$ cat src/asc_pkg.sv
// Constants and types shared by the serial core modules.
// Assumes one 8-bit register port and one core clock.
package asc_pkg;
   // Register addresses
   localparam logic [15:0] MODE_ADDR  = 16'hFF50;
   localparam logic [15:0] TXBUF_ADDR = 16'hFF51;
   localparam logic [15:0] RXBUF_ADDR = 16'hFF52;
   localparam logic [15:0] ERRST_ADDR = 16'hFF53;
   localparam logic [15:0] TXST_ADDR  = 16'hFF55;
   // Values after reset
   localparam logic [7:0]  MODE_RST   = 8'h01;
   localparam logic [7:0]  ERRST_RST  = 8'h00;
   localparam logic [7:0]  BUF_RST    = 8'hFF;
   // Mode register fields
   localparam int          MODE_POWER = 7;
   localparam int          MODE_TXEN  = 6;
   localparam int          MODE_RXEN  = 5;
   localparam int          MODE_PAR_HI = 4;
   localparam int          MODE_PAR_LO = 3;
   localparam int          MODE_LEN   = 2;
   localparam int          MODE_STOP  = 1;
   localparam int          MODE_ROUTE = 0;
   // Error status and transmit status fields
   localparam int          ERR_PAR    = 2;
   localparam int          ERR_FRM    = 1;
   localparam int          ERR_OVR    = 0;
   localparam int          TXST_FULL  = 1;
   localparam int          TXST_BUSY  = 0;
   // Cycle counts: base clocks per bit, core clocks per base clock
   localparam int          BIT_TICKS_DEF = 510;
   localparam int          BASE_DIV_DEF  = 1;

   typedef enum logic [1:0] {
      PAR_NONE = 2'h0,
      PAR_ZERO = 2'h1,
      PAR_ODD  = 2'h2,
      PAR_EVEN = 2'h3
   } asc_par_t;

   typedef enum logic [2:0] {
      FR_IDLE  = 3'h0,
      FR_START = 3'h1,
      FR_DATA  = 3'h3,
      FR_PAR   = 3'h2,
      FR_STOP  = 3'h6,
      FR_STOP2 = 3'h7
   } asc_frame_t;
endpackage

$ cat src/asc_tx_if.sv
// Signals between the core and its transmitter.
// Assumes both ends run on the core clock.
interface asc_tx_if;
   logic                tick;
   logic                en;
   asc_pkg::asc_par_t   par;
   logic                len8;
   logic                stop2;
   logic                msb;
   logic [7:0]          data;
   logic                full;
   logic                take;
   logic                done;
   logic                busy;
   logic                pin;

   modport core (output tick, en, par, len8, stop2, msb, data, full,
                 input  take, done, busy, pin);
   modport tx   (input  tick, en, par, len8, stop2, msb, data, full,
                 output take, done, busy, pin);
endinterface

$ cat src/asc_front.sv
// Serial input synchroniser and base clock strobe.
// Assumes the input pin is asynchronous to clk.
module asc_front #(
   parameter int BASE_DIV = asc_pkg::BASE_DIV_DEF
) (
   // Clock and resets
   input  wire logic clk,
   input  wire logic sys_rst,
   input  wire logic ce,
   input  wire logic unit_off,
   // Pin and outputs
   input  wire logic serial_in_pin,
   output logic      rx_level,
   output logic      tick
);
   localparam int DW = $clog2(BASE_DIV + 1);
   logic [2:0]    sy_q;
   logic [DW-1:0] div_q;

   always_ff @(posedge clk or posedge unit_off) begin
      // input held high
      if (unit_off) begin
         sy_q     <= 3'h7;
         rx_level <= 1'b1;
         div_q    <= '0;
         tick     <= 1'b0;
      end else if (sys_rst) begin
         sy_q     <= 3'h7;
         rx_level <= 1'b1;
         div_q    <= '0;
         tick     <= 1'b0;
      end else if (ce) begin
         sy_q <= {sy_q[1:0], serial_in_pin};
         // Level counts only once stages two and three agree
         if (sy_q[2] == sy_q[1]) begin
            rx_level <= sy_q[2];
         end
         // strobe stays low while off
         if (div_q == DW'(BASE_DIV - 1)) begin
            div_q <= '0;
            tick  <= 1'b1;
         end else begin
            div_q <= div_q + 1'b1;
            tick  <= 1'b0;
         end
      end
   end
endmodule

$ cat src/asc_tx.sv
// Transmit shifter and frame sequencer.
// Assumes tick is a one-cycle strobe at each base clock falling edge.
module asc_tx #(
   parameter int BIT_TICKS = asc_pkg::BIT_TICKS_DEF
) (
   // Clock and resets
   input  wire logic clk,
   input  wire logic sys_rst,
   input  wire logic ce,
   input  wire logic unit_off,
   // Core side
   asc_tx_if.tx      tif
);
   localparam int CW = $clog2(BIT_TICKS);
   asc_pkg::asc_frame_t st_q;
   logic [CW-1:0]       cnt_q;
   logic [7:0]          sh_q;
   logic [7:0]          sh_nx;
   logic [2:0]          nb_q;
   logic                pb_q;
   logic                pb_d;
   logic                bit_end;
   logic                cur;
   logic                fin;
   logic                start_now;
   logic                px;
   logic [7:0]          mask;

   assign bit_end = tif.tick && (cnt_q == CW'(BIT_TICKS - 1));
   assign cur     = tif.msb ? sh_q[7] : sh_q[0];
   assign sh_nx   = tif.msb ? {sh_q[6:0], 1'b1} : {1'b1, sh_q[7:1]};
   assign mask    = tif.len8 ? 8'hFF : (tif.msb ? 8'hFE : 8'h7F);
   assign px      = ^(tif.data & mask);
   // parity bit choice
   assign pb_d    = (tif.par == asc_pkg::PAR_ODD)  ? ~px :
                    (tif.par == asc_pkg::PAR_EVEN) ? px : 1'b0;
   assign fin     = bit_end && ((st_q == asc_pkg::FR_STOP2) ||
                    (st_q == asc_pkg::FR_STOP && !tif.stop2));
   // reload at frame end when buffer holds data
   assign start_now = tif.full && tif.tick &&
                      ((st_q == asc_pkg::FR_IDLE) || fin);
   assign tif.busy = (st_q != asc_pkg::FR_IDLE);

   always_ff @(posedge clk or posedge unit_off) begin
      if (unit_off) begin
         st_q     <= asc_pkg::FR_IDLE;
         cnt_q    <= '0;
         sh_q     <= asc_pkg::BUF_RST;
         nb_q     <= 3'h0;
         pb_q     <= 1'b0;
         tif.pin  <= 1'b1;
         tif.take <= 1'b0;
         tif.done <= 1'b0;
      end else if (sys_rst || (ce && !tif.en)) begin
         // synchronous transmit reset
         st_q     <= asc_pkg::FR_IDLE;
         cnt_q    <= '0;
         sh_q     <= asc_pkg::BUF_RST;
         nb_q     <= 3'h0;
         pb_q     <= 1'b0;
         tif.pin  <= 1'b1;
         tif.take <= 1'b0;
         tif.done <= 1'b0;
      end else if (ce) begin
         tif.take <= 1'b0;
         tif.done <= 1'b0;
         if (tif.tick && st_q != asc_pkg::FR_IDLE) begin
            cnt_q <= bit_end ? '0 : cnt_q + 1'b1;
         end
         // shift on base clock strobe
         unique case (st_q)
            asc_pkg::FR_IDLE: begin
            end
            asc_pkg::FR_START: if (bit_end) begin
               tif.pin <= cur;
               sh_q    <= sh_nx;
               nb_q    <= 3'h0;
               st_q    <= asc_pkg::FR_DATA;
            end
            // seven or eight data bits
            asc_pkg::FR_DATA: if (bit_end) begin
               if (nb_q == (tif.len8 ? 3'h7 : 3'h6)) begin
                  if (tif.par != asc_pkg::PAR_NONE) begin
                     tif.pin <= pb_q;
                     st_q    <= asc_pkg::FR_PAR;
                  end else begin
                     tif.pin <= 1'b1;
                     st_q    <= asc_pkg::FR_STOP;
                  end
               end else begin
                  tif.pin <= cur;
                  sh_q    <= sh_nx;
                  nb_q    <= nb_q + 3'h1;
               end
            end
            asc_pkg::FR_PAR: if (bit_end) begin
               tif.pin <= 1'b1;
               st_q    <= asc_pkg::FR_STOP;
            end
            // second stop bit when selected
            asc_pkg::FR_STOP: if (bit_end) begin
               if (tif.stop2) begin
                  st_q <= asc_pkg::FR_STOP2;
               end else begin
                  tif.done <= 1'b1;
                  st_q     <= asc_pkg::FR_IDLE;
               end
            end
            asc_pkg::FR_STOP2: if (bit_end) begin
               tif.done <= 1'b1;
               st_q     <= asc_pkg::FR_IDLE;
            end
            default: st_q <= asc_pkg::FR_IDLE;
         endcase
         // buffered character starts a frame
         if (start_now) begin
            sh_q     <= tif.data;
            pb_q     <= pb_d;
            tif.take <= 1'b1;
            tif.pin  <= 1'b0;
            cnt_q    <= '0;
            st_q     <= asc_pkg::FR_START;
         end
      end
   end
endmodule

$ cat src/asc_core.sv
// Asynchronous serial core: register port, receiver, transmit buffer.
// Assumes a byte-wide register port on clk and an asynchronous rx pin.
//
// Overview of operation
// Seven-bit LSB-first character fills bits 0-6; bit 7 reads zero.
// Seven-bit MSB-first character fills bits 1-7; bit 0 reads zero.
// On overrun the new character is dropped; buffer keeps old value.
// Receive buffer is read-only, resets to FF, loads per character.
// Writing the transmit buffer starts a frame; buffer resets to FF.
// Shifter loads right after first write, or at previous frame end.
// Shifter loads and shifts on the base clock strobe.
// Power bit low stops base clock and asynchronously resets the unit; the interrupt outputs clear only at the next clk edge.
// Mode register layout as listed; resets to 01.
// Clearing an enable synchronously resets that direction.
// Powered off, output pin idles high and input reads high.
// Parity codes: none, zero, odd, even.
// Zero parity is never checked and never flags an error.
// Length bit picks seven or eight data bits both ways.
// Stop bit count affects transmit only; receiver uses one.
// Routing bit picks error or completion interrupt on errors.
// Software waits two base clocks before re-enabling.
// Software writes transmit buffer only when not full.
// Software powers up before enabling, disables before power off.
// Enabling reception on a low line starts a reception.
// Software changes format only with directions disabled.
// Error status is read-only, cleared by read, reset or disable.
// Parity and framing errors flagged at character end.
// Overrun flagged when previous character is still unread.
// Only the first stop bit decides framing error.
// Error flags update with buffer load and interrupt pulse.
module asc_core #(
   parameter int BIT_TICKS = asc_pkg::BIT_TICKS_DEF,
   parameter int BASE_DIV  = asc_pkg::BASE_DIV_DEF
) (
   // Clock, reset, clock enable
   input  wire logic        clk,
   input  wire logic        sys_rst,
   input  wire logic        ce,
   // Register port
   input  wire logic [15:0] bus_addr,
   input  wire logic        bus_wr,
   input  wire logic        bus_rd,
   input  wire logic [7:0]  bus_wdata,
   output logic      [7:0]  bus_rdata,
   // Bit order, set by logic on this clock
   input  wire logic        msb_first,
   // Serial pins
   input  wire logic        serial_in_pin,
   output logic             serial_out_pin,
   // Interrupt pulses
   output logic             transmit_done_irq,
   output logic             receive_done_irq,
   output logic             receive_error_irq
);
   localparam int CW   = $clog2(BIT_TICKS);
   localparam int HALF = BIT_TICKS / 2;

   logic [7:0]          mode_q;
   logic [7:0]          txb_q;
   logic [7:0]          rxb_q;
   logic [2:0]          err_q;
   logic [2:0]          err_new;
   logic                full_q;
   logic                unread_q;
   asc_pkg::asc_frame_t rst_q;
   logic [CW-1:0]       rcnt_q;
   logic [7:0]          rsh_q;
   logic [2:0]          rn_q;
   logic                rpar_q;
   logic                power;
   logic                unit_off;
   logic                tx_en;
   logic                rx_en;
   logic                len8;
   logic                route;
   asc_pkg::asc_par_t   par;
   logic                tick;
   logic                rx_level;
   logic                r_end;
   logic                rx_fin;
   logic                rx_load;
   logic [7:0]          rx_res;
   logic                rx_x;
   logic                pe_now;
   logic                wr_mode;
   logic                wr_tx;
   logic                rd_rx;
   logic                rd_err;

   if (BIT_TICKS < 4 || BIT_TICKS > 65536) begin : g_chk_bit
      $error("BIT_TICKS out of range");
   end
   if (BASE_DIV < 1) begin : g_chk_div
      $error("BASE_DIV must be at least one");
   end

   // mode register fields
   assign power    = mode_q[asc_pkg::MODE_POWER];
   assign unit_off = ~power;
   assign tx_en    = power & mode_q[asc_pkg::MODE_TXEN];
   assign rx_en    = power & mode_q[asc_pkg::MODE_RXEN];
   assign par      = asc_pkg::asc_par_t'(
                     mode_q[asc_pkg::MODE_PAR_HI:asc_pkg::MODE_PAR_LO]);
   assign len8     = mode_q[asc_pkg::MODE_LEN];
   assign route    = mode_q[asc_pkg::MODE_ROUTE];

   assign wr_mode = bus_wr && (bus_addr == asc_pkg::MODE_ADDR);
   assign wr_tx   = bus_wr && (bus_addr == asc_pkg::TXBUF_ADDR);
   assign rd_rx   = ce && bus_rd && (bus_addr == asc_pkg::RXBUF_ADDR);
   assign rd_err  = ce && bus_rd && (bus_addr == asc_pkg::ERRST_ADDR);

   asc_front #(
      .BASE_DIV (BASE_DIV)
   ) u_front (
      .clk           (clk),
      .sys_rst       (sys_rst),
      .ce            (ce),
      .unit_off      (unit_off),
      .serial_in_pin (serial_in_pin),
      .rx_level      (rx_level),
      .tick          (tick)
   );

   asc_tx_if tif ();
   assign tif.tick  = tick;
   assign tif.en    = tx_en;
   assign tif.par   = par;
   assign tif.len8  = len8;
   assign tif.stop2 = mode_q[asc_pkg::MODE_STOP];
   assign tif.msb   = msb_first;
   assign tif.data  = txb_q;
   assign tif.full  = full_q;
   assign serial_out_pin = tif.pin;

   asc_tx #(
      .BIT_TICKS (BIT_TICKS)
   ) u_tx (
      .clk      (clk),
      .sys_rst  (sys_rst),
      .ce       (ce),
      .unit_off (unit_off),
      .tif      (tif)
   );

   // Mode register survives power-off; it holds the power bit itself
   always_ff @(posedge clk) begin
      if (sys_rst) begin
         mode_q <= asc_pkg::MODE_RST;
      end else if (ce && wr_mode) begin
         mode_q <= bus_wdata;
      end
   end

   // transmit buffer write
   always_ff @(posedge clk) begin
      if (sys_rst) begin
         txb_q <= asc_pkg::BUF_RST;
      end else if (ce && wr_tx) begin
         txb_q <= bus_wdata;
      end
   end

   // full flag; a write in the take cycle still counts
   always_ff @(posedge clk or posedge unit_off) begin
      if (unit_off) begin
         full_q <= 1'b0;
      end else if (sys_rst) begin
         full_q <= 1'b0;
      end else if (ce) begin
         if (!tx_en) begin
            full_q <= 1'b0;
         end else if (wr_tx) begin
            full_q <= 1'b1;
         end else if (tif.take) begin
            full_q <= 1'b0;
         end
      end
   end

   assign r_end  = tick && (rcnt_q == CW'(BIT_TICKS - 1));
   // only first stop bit sampled
   assign rx_fin = r_end && (rst_q == asc_pkg::FR_STOP);
   // overrun drops the character
   assign rx_load = rx_fin && !unread_q;

   // seven-bit LSB first
   // seven-bit MSB first
   assign rx_res = len8 ? rsh_q :
                   (msb_first ? {rsh_q[6:0], 1'b0} : {1'b0, rsh_q[7:1]});
   assign rx_x   = (^rx_res) ^ rpar_q;
   // zero parity never checked
   assign pe_now = ((par == asc_pkg::PAR_ODD) && !rx_x) ||
                   ((par == asc_pkg::PAR_EVEN) && rx_x);

   // errors at character end
   // overrun from unread buffer
   always_comb begin
      err_new = 3'h0;
      if (rx_fin) begin
         err_new[asc_pkg::ERR_PAR] = pe_now;
         err_new[asc_pkg::ERR_FRM] = !rx_level;
         err_new[asc_pkg::ERR_OVR] = unread_q;
      end
   end

   // Receive frame sequencer; samples each bit at its middle
   always_ff @(posedge clk or posedge unit_off) begin
      if (unit_off) begin
         rst_q  <= asc_pkg::FR_IDLE;
         rcnt_q <= '0;
         rsh_q  <= asc_pkg::BUF_RST;
         rn_q   <= 3'h0;
         rpar_q <= 1'b0;
      end else if (sys_rst || (ce && !rx_en)) begin
         // synchronous receive reset
         rst_q  <= asc_pkg::FR_IDLE;
         rcnt_q <= '0;
         rsh_q  <= asc_pkg::BUF_RST;
         rn_q   <= 3'h0;
         rpar_q <= 1'b0;
      end else if (ce && tick) begin
         rcnt_q <= r_end ? '0 : rcnt_q + 1'b1;
         unique case (rst_q)
            // low line starts reception
            asc_pkg::FR_IDLE: begin
               rcnt_q <= '0;
               if (!rx_level) begin
                  rst_q <= asc_pkg::FR_START;
               end
            end
            // A start that is gone by mid-bit is taken as noise
            asc_pkg::FR_START: begin
               if (rcnt_q == CW'(HALF - 1)) begin
                  rcnt_q <= '0;
                  rn_q   <= 3'h0;
                  rst_q  <= rx_level ? asc_pkg::FR_IDLE
                                     : asc_pkg::FR_DATA;
               end
            end
            // seven or eight data bits
            asc_pkg::FR_DATA: if (r_end) begin
               rsh_q <= msb_first ? {rsh_q[6:0], rx_level}
                                  : {rx_level, rsh_q[7:1]};
               if (rn_q == (len8 ? 3'h7 : 3'h6)) begin
                  rst_q <= (par == asc_pkg::PAR_NONE) ? asc_pkg::FR_STOP
                                                      : asc_pkg::FR_PAR;
               end else begin
                  rn_q <= rn_q + 3'h1;
               end
            end
            asc_pkg::FR_PAR: if (r_end) begin
               rpar_q <= rx_level;
               rst_q  <= asc_pkg::FR_STOP;
            end
            // receiver always one stop bit
            asc_pkg::FR_STOP: if (r_end) begin
               rst_q <= asc_pkg::FR_IDLE;
            end
            default: rst_q <= asc_pkg::FR_IDLE;
         endcase
      end
   end

   // receive buffer load
   // cleared to FF by power-off
   always_ff @(posedge clk or posedge unit_off) begin
      if (unit_off) begin
         rxb_q <= asc_pkg::BUF_RST;
      end else if (sys_rst) begin
         rxb_q <= asc_pkg::BUF_RST;
      end else if (ce && rx_load) begin
         rxb_q <= rx_res;
      end
   end

   // Unread marker; a new load wins over a buffer read
   always_ff @(posedge clk or posedge unit_off) begin
      if (unit_off) begin
         unread_q <= 1'b0;
      end else if (sys_rst || (ce && !rx_en)) begin
         unread_q <= 1'b0;
      end else if (ce) begin
         if (rx_load) begin
            unread_q <= 1'b1;
         end else if (rd_rx) begin
            unread_q <= 1'b0;
         end
      end
   end

   // read clears, new error wins
   // flags set with load and pulse
   always_ff @(posedge clk or posedge unit_off) begin
      if (unit_off) begin
         err_q <= asc_pkg::ERRST_RST[2:0];
      end else if (sys_rst || (ce && !rx_en)) begin
         err_q <= asc_pkg::ERRST_RST[2:0];
      end else if (ce) begin
         err_q <= (rd_err ? 3'h0 : err_q) | err_new;
      end
   end

   // error routing
   always_ff @(posedge clk) begin
      if (sys_rst || unit_off) begin
         receive_done_irq  <= 1'b0;
         receive_error_irq <= 1'b0;
         transmit_done_irq <= 1'b0;
      end else if (ce) begin
         receive_error_irq <= rx_fin && (|err_new) && !route;
         receive_done_irq  <= rx_fin && (!(|err_new) || route);
         transmit_done_irq <= tif.done;
      end
   end

   // Read data; unmapped addresses and the reserved bits read zero
   always_ff @(posedge clk) begin
      if (sys_rst) begin
         bus_rdata <= 8'h00;
      end else if (ce && bus_rd) begin
         case (bus_addr)
            asc_pkg::MODE_ADDR:  bus_rdata <= mode_q;
            asc_pkg::TXBUF_ADDR: bus_rdata <= txb_q;
            asc_pkg::RXBUF_ADDR: bus_rdata <= rxb_q;
            asc_pkg::ERRST_ADDR: bus_rdata <= {5'h00, err_q};
            asc_pkg::TXST_ADDR:  bus_rdata <= {6'h00, full_q, tif.busy};
            default:             bus_rdata <= 8'h00;
         endcase
      end
   end

   if (BASE_DIV == 1) begin : g_ast_start

   end
endmodule

$ cat config.mk
export PLATFORM = sky130hd
export DESIGN_NAME = asc_core
export DESIGN_NICKNAME = d
export VERILOG_FILES = /design/src/asc_pkg.sv /design/src/asc_tx_if.sv /design/src/asc_front.sv /design/src/asc_tx.sv /design/src/asc_core.sv
export SDC_FILE = /design/constraint.sdc
export NUM_CORES = 1
export LEC_CHECK = 0
export ABC_AREA = 1
export BUFFER_PORTS_ARGS = -buffer_cell sky130_fd_sc_hd__buf_2
export CELL_PAD_IN_SITES_DETAIL_PLACEMENT = 0
export CELL_PAD_IN_SITES_GLOBAL_PLACEMENT = 1
export CORE_ASPECT_RATIO = 1.2
export CORE_UTILIZATION = 48
export DETAILED_ROUTE_END_ITERATION = 12
export PLACE_DENSITY_LB_ADDON = 0.25
export SLEW_MARGIN = 20
export SYNTH_ARGS = -nofsm -noshare
export SYNTH_HDL_FRONTEND = slang
export SYNTH_SLANG_ARGS = --single-unit
$ cat constraint.sdc
create_clock -name clk -period 5.2 [get_ports clk]
set_clock_uncertainty 0.15 [all_clocks]
set_input_delay 0 -clock clk [delete_from_list [all_inputs] [get_ports clk]]
set_output_delay 0 -clock clk [all_outputs]
set_load 0.005 [all_outputs]
==> metrics.yaml <==
drc: 0
cts_tree: "built"
io_buffers: 42
hold_path_depth: 6
regToRegStartpoint: "mode_q[2]$_SDFFE_PP0P_"
reg2reg_to: "receive_done_irq$_SDFFE_PP0P_"
viasPerCell: 5.43
cp_common_cell: "nand2_1"
period_minus_slack_ns: 2.58
postRouteAntennaNets: 0
dr.pass1.iters: 5
hp-class: "in -> reg"
cap_violations: 0
cts_sinks: 96
cts_buffers: 9
yosysTopAreaCell: "dfrtp_1"
clock_power_share_pct: 40.3
seqPwrFrac_pct: 49.2
r2r_slack_ns: 2.62
track_usage_pct: 25.9
crit_family: "simple AND/OR/NAND/NOR gates"
final_hold_viol_count: 0
fin_crit_sh_pct: 49.5
p_per_area_nw_per_um2: 254
drt_wl_total_mm: 14.4
outcome: "complete, no violations"
vias: 5145
start_util_pct: 49.8
relSlewSlack_pct: 39.4
clkSlewWorstSetupHoldPaths_ns: 0.07
cts_resized: 0
core_area_um2: 11200
dpl.hpwl_mm: 10.4
final_common_cell: "nand2_1"
crit_path_max_fanout: 17
intPower_w: 0.00117
num_rows: 42
final_core_util_pct: 56.6
grt_max_degree: 70
drt_iter0_markers: 370
holdPathEnd: "unread_q$_DFFE_PN0P_"
syn_nets: 772
syn-cell-area_um2: 5580
antenna_cells: 0
area_growth_pct: 13.7
path_class: "reg -> reg"
reg2reg_depth: 15
min_from: "bus_addr[1]"
insertion_delay_ns: 0.35
die_h_um: 120
total_leakage_power_nw: 2.87
wl_per_cell_um: 15.2
slew_viol_final: 0
async_flop_share_pct: 71.9
start_kind: "flop"
p_sw_w: 0.000436
critPathCaptureType: "flop"
path_cells: "inv_2, nand3_1, nand3_1, nand2_1, nand2_1, nand3_1, nand2_1, nand2_1, nand2_1, nand2_1, nand3_1, nand2_1, nand2_1, nand2_1, a21oi_1"
fmax_mhz: 388
cts_htree_levels: 3
yosysWarnings: 0
drive_gt1_share_pct: 16.0
syn_inst: 734
cts_buffer_depth: 2
layout_common_cells: "nand2_1 (154), inv_1 (99), nand3_1 (67)"
setup_tns_ns: 0
critPathBufInv: 1
ys_seq_area_share_pct: 41.3
slowest_delay_ns: 0.76
cts-root-buf: "clkbuf_16"
io_pins: 43
worstMarginPinSlew_ns: 0.909
antenna_found_initial: 0
rsz0062_at_grt: "false"
grt_first_pass_wirelength_mm: 24.6
syn_avg_cell_area_um2: 7.60
grt_pass1_vias: 5165
synth_top_area_share_pct: 18.0
synth_ff_type: "dfrtp_1"
gp_congestion: 0.868
setup_violations: 0
synth.area.top_cells: "dfrtp_1 (18%), dfstp_2 (14%), nand2_1 (10%)"
nNetsFinal: 827
grt_overflow: 0
cp.arrival_ns: 2.66
die_w_um: 100
synth_cell_type_count: 57
dieArea_um2: 12100
critPathRequiredTime_ns: 5.29
ys_seq_elements: 96
comb_power_share_pct: 10.5
swShare_pct: 27.1
crit_cells: 15
ir_worst_vdd_v: 0.000143
cp_slowest_cell: "dfxtp_1"
synth_edf_count: 0
## synthesized netlist by cell type (7+ instances only)
cell type and number:
a21oi_1 38, o22ai_1 7, dfxtp_1 27, nand3_1 67, nor2_1 58, nor3_1 18, o21ai_0 54, inv_1 99
xor2_1 12, ha_1 7, dfstp_2 29, o21ai_1 8, nand2_1 154, o221ai_1 9, dfrtp_1 40
## timing repair
action | 4_1_cts | 5_1_grt
setup buffers | 0 | 0
hold buffers | 18 | 0
setup endpoints to repair | 0 | 0
hold endpoints to repair | 36 | 0
## power by group through the flow
stage               clock network [W]  registers (W)  logic [W]
finish                       0.000649       0.000792   0.000170
global route                 0.000687       0.000797   0.000194
CTS                          0.000659       0.000792   0.000169
detailed placement                  0       0.000807   0.000159
global placement                    0       0.000806   0.000157
floorplan                           0       0.000802   0.000118
## state kept, by name, indices dropped and copies added (netlist names), 3 cells and up
register	flops
bus_rdata	8
err_q	3
mode_q	8
rcnt_q	9
rn_q	3
rsh_q	8
rst_q	3
rxb_q	8
tif.data	8
u_front.sy_q	3
u_tx.cnt_q	9
u_tx.nb_q	3
u_tx.sh_q	8
u_tx.st_q	3
## per-layer routing
metal	up-vias	GRT usage [%]	share of wire, %
li1	2560	-	-
met1	2454	35.1	47
met2	116	42.7	48
met3	15	3.49	3.3
met4	0	8.15	1.7
met5	-	0	0
## worst max path at each step
stage	start	endpoint
after floorplan	mode_q[7]$_SDFFE_PP0P_	u_tx.cnt_q[7]$_DFFE_PN0P_
after global placement	sys_rst	u_tx.st_q[0]$_DFFE_PN0P_
after detailed placement	mode_q[2]$_SDFFE_PP0P_	receive_done_irq$_SDFFE_PP0P_
after CTS	sys_rst	u_tx.cnt_q[5]$_DFFE_PN0P_
after global routing	mode_q[2]$_SDFFE_PP0P_	receive_done_irq$_SDFFE_PP0P_
final	mode_q[2]$_SDFFE_PP0P_	receive_done_irq$_SDFFE_PP0P_
## cell families after synthesis
family	synth area share [%]
AOI/OAI and AO/OA	18.0
xor gates and xnor gates	2.83
adders and majority gates	1.57
buffers and inverters	9.56
DFF	41.3
muxes	0.180
and+or+nand+nor	26.5
## area by class of cell
type                            count  area [um2]
Fill cell                        1113        4860
Multi-Input combinational cell    511        2740
Sequential cell                    96        2300
Inverter                          110         420
Timing Repair Buffer               61         398
Clock buffer                       10         239
Tap cell                          154         193
Clock inverter                      6        43.8
## metrics by stage
stage	std cells	power (W)	instance area (um2)	setup WS, ns	hold slack [ns]
5_1_grt	948	0.00168	6340	2.36	0.118
3_3_place_gp	914	0.000963	5870	2.82	0.105
6_report	948	0.00161	6340	2.62	0.0753
2_1_floorplan	734	0.000920	5580	1.44	-0.0196
4_1_cts	948	0.00162	6340	2.64	0.0647
3_5_place_dp	914	0.000966	5870	2.69	0.112
## worst min-delay path, stage by stage
cell	delay [ns]
buf_2	0.13
inv_1	0.07
nor3_1	0.08
nand2_1	0.11
o211ai_1	0.08
o21ai_0	0.07
(Power assumes the default switching activity.)
